--- src/common/cle_map.vh ---
// Constants for the console line editor
`ifndef CLE_MAP_VH
`define CLE_MAP_VH

// Line length limit in counted characters
`define CLE_MAX_LEN 7'h50

// Control and printable characters
`define CLE_CH_ABORT  8'h03
`define CLE_CH_BS     8'h08
`define CLE_CH_TAB    8'h09
`define CLE_CH_LF     8'h0A
`define CLE_CH_CR     8'h0D
`define CLE_CH_DISC   8'h0F
`define CLE_CH_RESUME 8'h11
`define CLE_CH_RETYPE 8'h12
`define CLE_CH_HOLD   8'h13
`define CLE_CH_LDEL   8'h15
`define CLE_CH_SP     8'h20
`define CLE_CH_SLASH  8'h2F
`define CLE_CH_UNK    8'h3F
`define CLE_CH_BSL    8'h5C
`define CLE_CH_CARET  8'h5E
`define CLE_CH_RUB    8'h7F
`define CLE_CH_PTOP   8'h7E

// Prompt text, three characters
`define CLE_PROMPT 24'h3E_3E3E

// Keyword table, ten characters each, space padded
`define CLE_KW_LEN 10
`define CLE_KW_0 "BOOT      "
`define CLE_KW_1 "CONTINUE  "
`define CLE_KW_2 "DEPOSIT   "
`define CLE_KW_3 "EXAMINE   "
`define CLE_KW_4 "HALT      "
`define CLE_KW_5 "INITIALIZE"
`define CLE_KW_6 "START     "
`define CLE_KW_7 "TEST      "

// Address space codes
`define CLE_SP_PHYS 3'h0
`define CLE_SP_VIRT 3'h1
`define CLE_SP_GPR  3'h3
`define CLE_SP_IPR  3'h4
`define CLE_SP_PSL  3'h5

// Argument token kinds
`define CLE_AM_HEX  2'h0
`define CLE_AM_REG  2'h1
`define CLE_AM_QUAL 2'h2

`endif

--- src/cle_console_line_editor.v ---
// Console command-line editor, echo control and command parser
// Overview of operation
// - Carriage return ends the line; nothing is parsed before it.
// - An empty line is a null command; only a fresh prompt follows.
// - Carriage return echoes as carriage return then line feed.
// - Rubout removes the last typed character from the buffer.
// - Hard-copy rubouts echo deleted characters framed by backslashes.
// - Video rubout erases the character and backs the cursor up.
// - Rubouts on an empty line or past its start are ignored.
// - Line delete echoes caret U and return, then clears the buffer.
// - Hold character stops all output until resume; not echoed.
// - Resume character restarts held output; not echoed.
// - Retype echoes return, line feed and the whole current line.
// - Abort echoes caret C and return, aborts, drops the partial line.
// - Discard character toggles output discard; caret O echoed on entry only.
// - Discard ends on error, prompt, console entry, break or abort.
// - Lines over eighty counted characters are reported as errors.
// - Count excludes rubouts, their victims and the final return.
// - Any keyword prefix naming exactly one command is accepted.
// - Space runs collapse and typed tabs are ignored; leading and trailing spaces dropped.
// - Numbers are hexadecimal; register name numerals are decimal.
// - Hex letters and keywords match in either case.
// - Address space persists between commands; starts as physical.
`timescale 1ns/100ps
`include "cle_map.vh"
`default_nettype none

module cle_console_line_editor
#(
   parameter [6:0] MAX_LEN = `CLE_MAX_LEN
)
(
   // Clock and reset
   input  wire        clock,
   input  wire        rst,
   // Terminal receive
   input  wire        rx_valid,
   input  wire [7:0]  rx_data,
   output wire        rx_ready,
   // Terminal transmit
   output wire        tx_valid,
   output wire [7:0]  tx_data,
   input  wire        tx_ready,
   // Terminal type and break pins
   input  wire        video_pin,
   input  wire        break_pin,
   // Command executor
   input  wire        exec_done,
   input  wire        exec_error,
   input  wire        console_enter,
   output reg         cmd_valid,
   output reg  [2:0]  cmd_code,
   output reg  [31:0] cmd_arg,
   output reg         cmd_has_arg,
   output reg  [2:0]  cmd_space,
   output reg         cmd_error,
   output reg         cmd_abort,
   // Output state
   output wire        output_hold,
   output wire        output_discard
);

   localparam [2:0] S_IDLE   = 3'h0;
   localparam [2:0] S_EMIT   = 3'h1;
   localparam [2:0] S_RETYPE = 3'h2;
   localparam [2:0] S_PARSE  = 3'h3;
   localparam [2:0] S_FIN    = 3'h4;
   localparam [2:0] S_WAIT   = 3'h5;
   localparam [2:0] S_PROMPT = 3'h6;

   reg  [7:0]  mem [0:MAX_LEN-1];
   reg  [2:0]  st;
   reg  [2:0]  after;
   reg  [23:0] es;
   reg  [1:0]  en;
   reg         disc_after;
   reg         xoff;
   reg         discard;
   reg         in_rub;
   reg  [6:0]  cnt;
   reg  [6:0]  ri;
   reg  [6:0]  pi;
   reg         in_tok;
   reg  [1:0]  ntok;
   reg  [3:0]  tpos;
   reg  [7:0]  kmask;
   reg  [1:0]  amode;
   reg  [31:0] anum;
   reg         perr;
   reg         has_arg;
   reg  [2:0]  qspace;
   reg         video_s1;
   reg         video_s2;
   reg         brk_s1;
   reg         brk_s2;
   wire [6:0]  len;
   wire        take;
   wire [7:0]  c;
   wire [7:0]  pc;
   wire        ws;
   wire [4:0]  hv;
   wire [7:0]  del;
   wire [7:0]  km;

   // Upper-case fold
   function [7:0] upc;
      input [7:0] ch;
      begin
         upc = (ch >= 8'h61 && ch <= 8'h7A) ? ch - 8'h20 : ch;
      end
   endfunction

   // Hex digit value, bit 4 marks a valid digit
   function [4:0] hexv;
      input [7:0] u;
      begin
         if (u >= 8'h30 && u <= 8'h39)
            hexv = {1'b1, u[3:0]};
         else if (u >= 8'h41 && u <= 8'h46)
            hexv = {1'b1, u[3:0] + 4'h9};
         else
            hexv = 5'h00;
      end
   endfunction

   // Keyword character at a position
   function [7:0] kwc;
      input [2:0] k;
      input [3:0] p;
      reg [79:0] w;
      integer    sh;
      begin
         case (k)
            3'h0:    w = `CLE_KW_0;
            3'h1:    w = `CLE_KW_1;
            3'h2:    w = `CLE_KW_2;
            3'h3:    w = `CLE_KW_3;
            3'h4:    w = `CLE_KW_4;
            3'h5:    w = `CLE_KW_5;
            3'h6:    w = `CLE_KW_6;
            default: w = `CLE_KW_7;
         endcase
         sh = (p < `CLE_KW_LEN) ? (`CLE_KW_LEN - 1 - p) : 0;
         kwc = (p < `CLE_KW_LEN) ? w[8*sh +: 8] : 8'h00;
      end
   endfunction

   // Keywords whose character at a position matches
   function [7:0] kwmatch;
      input [7:0] u;
      input [3:0] p;
      reg [3:0] k;
      begin
         kwmatch = 8'h00;
         for (k = 4'h0; k < 4'h8; k = k + 4'h1)
            kwmatch[k[2:0]] = (kwc(k[2:0], p) == u);
      end
   endfunction

   // Load a short echo sequence
   task say;
      input [23:0] s;
      input [1:0]  n;
      input [2:0]  a;
      begin
         es <= s;
         en <= n;
         after <= a;
         st <= S_EMIT;
      end
   endtask

   assign len = (cnt > MAX_LEN) ? MAX_LEN : cnt;
   assign rx_ready = (st == S_IDLE) || (st == S_WAIT) || xoff;
   assign take = rx_valid && rx_ready;
   assign c = rx_data;
   assign tx_valid = (st == S_EMIT) && !xoff && !discard;
   assign tx_data = es[23:16];
   assign output_hold = xoff;
   assign output_discard = discard;
   assign pc = (pi < len) ? upc(mem[pi]) : `CLE_CH_SP;
   assign ws = (pc == `CLE_CH_SP) || (pc == `CLE_CH_TAB);
   assign hv = hexv(pc);
   assign km = kwmatch(pc, tpos);
   assign del = (cnt != 7'h00 && cnt <= MAX_LEN) ? mem[cnt - 7'h01] : `CLE_CH_UNK;

   // Pin synchronisers
   always @(posedge clock or posedge rst)
   begin
      if (rst)
      begin
         video_s1 <= 1'b0;
         video_s2 <= 1'b0;
         brk_s1 <= 1'b0;
         brk_s2 <= 1'b0;
      end
      else
      begin
         video_s1 <= video_pin;
         video_s2 <= video_s1;
         brk_s1 <= break_pin;
         brk_s2 <= brk_s1;
      end
   end

   // Line buffer
   always @(posedge clock)
   begin
      if (st == S_IDLE && take && c >= `CLE_CH_SP && c <= `CLE_CH_PTOP && cnt < MAX_LEN)
         mem[cnt] <= c;
   end

   // Editor, echo and parser
   always @(posedge clock or posedge rst)
   begin
      if (rst)
      begin
         st <= S_IDLE;
         after <= S_IDLE;
         es <= 24'h00_0000;
         en <= 2'h0;
         disc_after <= 1'b0;
         xoff <= 1'b0;
         discard <= 1'b0;
         in_rub <= 1'b0;
         cnt <= 7'h00;
         ri <= 7'h00;
         pi <= 7'h00;
         in_tok <= 1'b0;
         ntok <= 2'h0;
         tpos <= 4'h0;
         kmask <= 8'h00;
         amode <= `CLE_AM_HEX;
         anum <= 32'h0000_0000;
         perr <= 1'b0;
         has_arg <= 1'b0;
         qspace <= `CLE_SP_PHYS;
         cmd_valid <= 1'b0;
         cmd_code <= 3'h0;
         cmd_arg <= 32'h0000_0000;
         cmd_has_arg <= 1'b0;
         cmd_space <= `CLE_SP_PHYS;
         cmd_error <= 1'b0;
         cmd_abort <= 1'b0;
      end
      else
      begin
         cmd_valid <= 1'b0;
         cmd_abort <= 1'b0;
         if (exec_error || console_enter || brk_s2)
            discard <= 1'b0;
         if (take && c == `CLE_CH_HOLD)
            xoff <= 1'b1;
         if (take && c == `CLE_CH_RESUME)
            xoff <= 1'b0;
         case (st)
            S_IDLE, S_WAIT:
            begin
               if (take && c == `CLE_CH_ABORT)
               begin
                  cmd_abort <= 1'b1;
                  discard <= 1'b0;
                  cnt <= 7'h00;
                  in_rub <= 1'b0;
                  say({`CLE_CH_CARET, 8'h43, `CLE_CH_CR}, 2'h3, S_PROMPT);
               end
               else if (take && c == `CLE_CH_DISC)
               begin
                  if (discard)
                     discard <= 1'b0;
                  else
                  begin
                     disc_after <= 1'b1;
                     say({`CLE_CH_CARET, 8'h4F, 8'h00}, 2'h2, st);
                  end
               end
               else if (st == S_WAIT)
               begin
                  if (exec_done)
                     st <= S_PROMPT;
               end
               else if (take && c == `CLE_CH_CR)
               begin
                  in_rub <= 1'b0;
                  pi <= 7'h00;
                  in_tok <= 1'b0;
                  ntok <= 2'h0;
                  kmask <= 8'h00;
                  perr <= 1'b0;
                  has_arg <= 1'b0;
                  qspace <= cmd_space;
                  if (in_rub)
                     say({`CLE_CH_BSL, `CLE_CH_CR, `CLE_CH_LF}, 2'h3, S_PARSE);
                  else
                     say({`CLE_CH_CR, `CLE_CH_LF, 8'h00}, 2'h2, S_PARSE);
               end
               else if (take && c == `CLE_CH_RUB)
               begin
                  if (cnt != 7'h00)
                  begin
                     cnt <= cnt - 7'h01;
                     if (video_s2)
                        say({`CLE_CH_BS, `CLE_CH_SP, `CLE_CH_BS}, 2'h3, S_IDLE);
                     else if (!in_rub)
                        say({`CLE_CH_BSL, del, 8'h00}, 2'h2, S_IDLE);
                     else
                        say({del, 16'h0000}, 2'h1, S_IDLE);
                     in_rub <= !video_s2;
                  end
               end
               else if (take && c == `CLE_CH_LDEL)
               begin
                  cnt <= 7'h00;
                  in_rub <= 1'b0;
                  say({`CLE_CH_CARET, 8'h55, `CLE_CH_CR}, 2'h3, S_IDLE);
               end
               else if (take && c == `CLE_CH_RETYPE)
               begin
                  ri <= 7'h00;
                  in_rub <= 1'b0;
                  say({`CLE_CH_CR, `CLE_CH_LF, 8'h00}, 2'h2, S_RETYPE);
               end
               else if (take && c >= `CLE_CH_SP && c <= `CLE_CH_PTOP)
               begin
                  if (cnt != 7'h7F)
                     cnt <= cnt + 7'h01;
                  in_rub <= 1'b0;
                  if (in_rub)
                     say({`CLE_CH_BSL, c, 8'h00}, 2'h2, S_IDLE);
                  else
                     say({c, 16'h0000}, 2'h1, S_IDLE);
               end
            end
            S_EMIT:
            begin
               if (!xoff && (tx_ready || discard))
               begin
                  es <= {es[15:0], 8'h00};
                  en <= en - 2'h1;
                  if (en == 2'h1)
                  begin
                     st <= after;
                     if (disc_after)
                        discard <= 1'b1;
                     disc_after <= 1'b0;
                  end
               end
            end
            S_RETYPE:
            begin
               if (ri >= len)
                  st <= S_IDLE;
               else
               begin
                  ri <= ri + 7'h01;
                  say({mem[ri], 16'h0000}, 2'h1, S_RETYPE);
               end
            end
            S_PARSE:
            begin
               pi <= pi + 7'h01;
               if (pi >= len)
                  st <= S_FIN;
               if (ws)
               begin
                  if (in_tok)
                  begin
                     in_tok <= 1'b0;
                     if (ntok != 2'h3)
                        ntok <= ntok + 2'h1;
                     if (ntok != 2'h0 && amode == `CLE_AM_REG && tpos == 4'h1)
                        perr <= 1'b1;
                  end
               end
               else if (!in_tok)
               begin
                  in_tok <= 1'b1;
                  tpos <= 4'h1;
                  if (ntok == 2'h0)
                     kmask <= kwmatch(pc, 4'h0);
                  else if (pc == `CLE_CH_SLASH)
                     amode <= `CLE_AM_QUAL;
                  else if (pc == 8'h52)
                  begin
                     amode <= `CLE_AM_REG;
                     anum <= 32'h0000_0000;
                     has_arg <= 1'b1;
                     qspace <= `CLE_SP_GPR;
                  end
                  else
                  begin
                     amode <= `CLE_AM_HEX;
                     anum <= {28'h000_0000, hv[3:0]};
                     has_arg <= 1'b1;
                     if (!hv[4])
                        perr <= 1'b1;
                  end
               end
               else
               begin
                  if (tpos != 4'hF)
                     tpos <= tpos + 4'h1;
                  if (ntok == 2'h0)
                     kmask <= kmask & km;
                  else if (amode == `CLE_AM_QUAL)
                  begin
                     if (tpos == 4'h1)
                     begin
                        case (pc)
                           8'h50:   qspace <= `CLE_SP_PHYS;
                           8'h56:   qspace <= `CLE_SP_VIRT;
                           8'h47:   qspace <= `CLE_SP_GPR;
                           8'h49:   qspace <= `CLE_SP_IPR;
                           8'h4D:   qspace <= `CLE_SP_PSL;
                           default: qspace <= qspace;
                        endcase
                     end
                  end
                  else if (amode == `CLE_AM_REG)
                  begin
                     anum <= anum[31:0] * 32'h0000_000A + {28'h000_0000, pc[3:0]};
                     if (pc < 8'h30 || pc > 8'h39)
                        perr <= 1'b1;
                  end
                  else
                  begin
                     anum <= {anum[27:0], hv[3:0]};
                     if (!hv[4])
                        perr <= 1'b1;
                  end
               end
            end
            S_FIN:
            begin
               if (ntok == 2'h0 && cnt <= MAX_LEN)
                  st <= S_PROMPT;
               else
               begin
                  cmd_valid <= 1'b1;
                  cmd_code <= 3'h0;
                  if (kmask[1]) cmd_code <= 3'h1;
                  if (kmask[2]) cmd_code <= 3'h2;
                  if (kmask[3]) cmd_code <= 3'h3;
                  if (kmask[4]) cmd_code <= 3'h4;
                  if (kmask[5]) cmd_code <= 3'h5;
                  if (kmask[6]) cmd_code <= 3'h6;
                  if (kmask[7]) cmd_code <= 3'h7;
                  cmd_arg <= anum;
                  cmd_has_arg <= has_arg;
                  cmd_error <= perr || (cnt > MAX_LEN) ||
                     kmask == 8'h00 || (kmask & (kmask - 8'h01)) != 8'h00;
                  if (!perr && cnt <= MAX_LEN)
                     cmd_space <= qspace;
                  st <= S_WAIT;
               end
               cnt <= 7'h00;
            end
            S_PROMPT:
            begin
               discard <= 1'b0;
               say(`CLE_PROMPT, 2'h3, S_IDLE);
            end
            default:
               st <= S_IDLE;
         endcase
      end
   end

endmodule // cle_console_line_editor

`default_nettype wire

--- config.mk ---
export PLATFORM = sky130hd
export DESIGN_NAME = cle_console_line_editor
export DESIGN_NICKNAME = d
export VERILOG_FILES = /design/src/cle_console_line_editor.v
export VERILOG_INCLUDE_DIRS = /design/src /design/src/common
export SDC_FILE = /design/constraint.sdc
export NUM_CORES = 2
export LEC_CHECK = 0
export ABC_AREA = 0
export BUFFER_PORTS_ARGS = -buffer_cell sky130_fd_sc_hd__buf_2
export CORE_ASPECT_RATIO = 1.2
export CORE_MARGIN = 5
export CORE_UTILIZATION = 57
export CTS_CLUSTER_DIAMETER = 200
export CTS_CLUSTER_SIZE = 24
export DETAILED_ROUTE_END_ITERATION = 10
export PLACE_DENSITY = 0.75
export SLEW_MARGIN = 20
export SYNTH_ARGS = -nofsm -noshare
export SYNTH_HDL_FRONTEND = slang
export SYNTH_SLANG_ARGS = --single-unit
export TNS_END_PERCENT = 20
--- constraint.sdc ---
create_clock -name clock -period 14.2 [get_ports clock]
set_input_delay 2.84 -clock clock [delete_from_list [all_inputs] [get_ports clock]]
set_output_delay 2.84 -clock clock [all_outputs]
set_load 0.01 [all_outputs]
==> results.md <==
- FF-to-FF End: anum[30]
- DRC violation count after routing: 0
- Most frequent cells in the layout: sky130_fd_sc_hd__edfxtp_1 (640), sky130_fd_sc_hd__mux4_2 (550), sky130_fd_sc_hd__nand2_1 (262), sky130_fd_sc_hd__nor2_1 (219), sky130_fd_sc_hd__o21ai_0 (155)
- Via/cell ratio: 7.59
- Clock Root Buffer: sky130_fd_sc_hd__clkbuf_16
- Post-route clock period utilization: 0.561
- Drt initial violations: around 4,800
- Latest clock arrival within the worst-skew pair: approximately 640 ps
- Tmin final: around 8000 ps
- Post-CTS setup-driven buffer insertion count: 0
- Number of buffers on the longest clock path: 3
- Synthesized net count: around 3,500
- Net load switching power: roughly 3.1 mW
- Final slew viol count: 0
- Drt first pass iters: 9
- Area enclosed by the die boundary: around 90,000 um^2
- Number of instances on the worst hold path: 0
- Row cnt: ~120
- Most common cell after layout, fill and taps aside: sky130_fd_sc_hd__edfxtp_1
- Worst Tran Pin Value: 1250 ps
- Clock input transition at the sequential cells of the worst setup and hold paths: 110 ps
- Total track usage: 0.337
- Sequential share of power: 0.349
- Vias post-DR: 33,800
- Final WL: 154 mm
- Critical path startpoint category: flip-flop
- Synthesized area per cell: ~14 um^2
- Sequential cell area fraction in the yosys report: 0.480
- Layout Area Growth over Synthesis: 4.55%
- Worst min-delay path class: reg2reg
- Slew margin rel.: 0.161
- Count of buffers from port buffering: 70
- Total of flip-flops plus latches after synthesis: between 700 and 800
- Post-Synthesis Cells: 3,401
- Post-CTS sizing: 0
- Fraction of layout cells with a size suffix above 1: 0.254
- Total instance count after detailed placement: between 4,000 and 5,000
- Hold path startpoint: video_s1
- Maximum number of pins on one net before global-route repair: about 120
- Die boundary width: between 200 and 300 um
- Post-synth design cell area: roughly 48,000 um^2
- TritonCTS clock tree: built
- Nature of the critical path endpoint: flip-flop
- Fraction of power consumed by the clock network: 0.163
- Proportion of power drawn by combinational gates: 0.488
- Pwr Density: roughly 160 nW/um^2
- Commonest register cell after synthesis: sky130_fd_sc_hd__edfxtp_1
- End of the worst hold path: video_s2
- Post-detailed-placement half-perimeter wirelength: about 110 mm
- Async set or reset register ratio after synthesis: 0.194
- Initial antenna violation count: 2
- Initial standard-cell utilization of the core: 0.575
- First-pass GRT wire length: 225 mm
- Critical path type: reg2reg
- Height of the die: 328 um
- Max-Cap Viols: 0
- Hold buffers post-CTS: 0
- F_max: 0.126 GHz
- Post-layout instance count excluding filler cells: 4,452
- Setup repair after global routing missed its margin: false
- Leakage power summed over all cells: about 17 nW
- Register-to-Register Setup Slack: 6230 ps
- Worst reg2reg path depth: 22
- Num CTS Buffers: 39
- Startpoint of the most critical register-to-register path: pi[0]
- Final clock skew: approximately 32 ps
- Via count of the first global-routing pass: about 34,000
- Number of clock sinks: roughly 790
- Routability congestion estimate: slightly below 1
- Proportion of total power due to net switching: 0.388
- Setup-failing EPs final: 0
- Final count of hold timing violations: 0
- Number of I/O pins: 71
- Max H-tree Level: 2
- Arrival time at the worst endpoint: 8480 ps
- Post-detailed-route count of antenna-violating nets: 0
- Placeable Area: between 80,000 and 90,000 um^2
- Routed length per instance: roughly 34 um
- Unique cell type count in the Yosys netlist: ~110
- Overall overflow remaining after global route: 0
- Worst-path fanout max: between 50 and 60
- Outcome: completed
- Count of flip-flops with a built-in enable after synthesis: 640
- Total number of nets in the final design: about 3,400
- Cell internal pwr: ~4.8 mW
- Required @ worst endpoint: 14,720 ps
- IR drop worst, VDD: 0.177 mV
- Total of warnings raised by yosys: 0
- Setup tns final: 0 ps
[through the flow]
stage,instance area [um^2],util,setup WS (ps),power [mW],hold WS (ps)
6_report,50300,0.601,6230,7.88,366
5_1_grt,50300,0.601,5630,8.08,380
4_1_cts,50200,0.601,6520,7.80,369
3_5_place_dp,49200,0.588,6550,6.55,343
3_3_place_gp,49100,0.588,6650,6.50,336
2_1_floorplan,48100,-,6640,5.36,331
[how the worst max path moves through the flow]
stage / endpoint / depth (start not counted) / start / slack [ps]
after detailed placement: anum[30] / 22 / pi[0] / 6550
final: anum[30] / 22 / pi[0] / 6230
after floorplan: anum[30] / 33 / cnt[0] / 6640
after CTS: anum[30] / 22 / pi[0] / 6520
after global placement: anum[30] / 22 / pi[0] / 6650
after global routing: anum[30] / 27 / cnt[0] / 5630
[cells in the mapped netlist (all sizes together), types with 19 or more instances]
cell type / count / area (um^2)
a21oi: 123 / 619
o2111ai: 19 / 166
nor2b: 27 / 169
inv: 79 / 297
nor3: 37 / 185
a22oi: 33 / 248
xnor2: 67 / 587
clkbuf: 145 / 561
nor2: 235 / 890
nand2b: 21 / 131
a31oi: 28 / 175
dfrtp: 154 / 3850
ha: 89 / 1110
o21ai: 171 / 867
a21o: 28 / 210
buf: 114 / 728
xor2: 35 / 307
and3: 21 / 131
mux2: 38 / 432
nand4: 30 / 188
nand3: 88 / 468
nand2: 263 / 990
mux2i: 87 / 871
mux4: 550 / 12400
edfxtp: 640 / 19200
nor4: 19 / 131
[state kept, by name, indices dropped and copies added, names as in the netlist, 4 cells and up]
name,cells
mem,640
anum,32
cmd_arg,32
es,21
kmask,8
cnt,7
pi,7
ri,7
tpos,4
[metal layers]
layer / global-route usage / wire (um)
met2: 0.561 / 74900
met3: 0.0874 / 18000
met1: 0.405 / 49500
met5: 0 / 28
met4: 0.182 / 11100
[logic make-up (layout without fill, tap and decap cells)]
family / after synthesis / count (layout) / share of synthesized area
AND/OR/NAND/NOR: 814 / 814 / 0.0791
AO/OA/AOI/OAI: 585 / 585 / 0.0806
other: 0 / 1 / 0
buffers and inverters: 340 / 269 / 0.0331
XOR/XNOR: 102 / 102 / 0.0186
multiplexers: 675 / 675 / 0.285
flip-flops: 794 / 794 / 0.480
adder cells (fa/ha/maj): 91 / 91 / 0.0240
[layout make-up]
cell class              instances  area, um^2
flip-flops and latches        794       23100
multi-input cells            2267       23500
clock inverters                 3        55.1
fillers                      6270       33300
diodes                          1        2.50
repair buffers                134         856
clock buffers                  51        1040
well taps                    1121        1400
inverters                      81         309
[power by group through the flow]
stage | combinational [mW] | sequential, mW | clock (mW)
after floorplan | 2.71 | 2.65 | 0
after global placement | 3.71 | 2.79 | 0
after detailed placement | 3.75 | 2.80 | 0
after CTS | 3.77 | 2.75 | 1.29
after global routing | 3.95 | 2.76 | 1.37
final | 3.84 | 2.75 | 1.29
[worst max-delay path, stage by stage, from the launching register on]
cell and delay, ps:
sky130_fd_sc_hd__dfrtp_4 1150, sky130_fd_sc_hd__buf_4 880, sky130_fd_sc_hd__inv_2 490, sky130_fd_sc_hd__ha_1 350, sky130_fd_sc_hd__nor2b_1 110, sky130_fd_sc_hd__o21ai_0 80, sky130_fd_sc_hd__a21oi_1 210, sky130_fd_sc_hd__nor3_1 70
sky130_fd_sc_hd__buf_4 170, sky130_fd_sc_hd__o221ai_2 210, sky130_fd_sc_hd__inv_1 420, sky130_fd_sc_hd__ha_1 450, sky130_fd_sc_hd__a21oi_1 140, sky130_fd_sc_hd__nor3b_1 430, sky130_fd_sc_hd__nand4_1 250, sky130_fd_sc_hd__a21oi_1 180
sky130_fd_sc_hd__nor4b_1 840, sky130_fd_sc_hd__nand3_1 420, sky130_fd_sc_hd__nor2_1 280, sky130_fd_sc_hd__nand3_1 130, sky130_fd_sc_hd__xor2_1 170, sky130_fd_sc_hd__a21oi_1 80, sky130_fd_sc_hd__mux2_2 280
(Power assumes the default switching activity.)
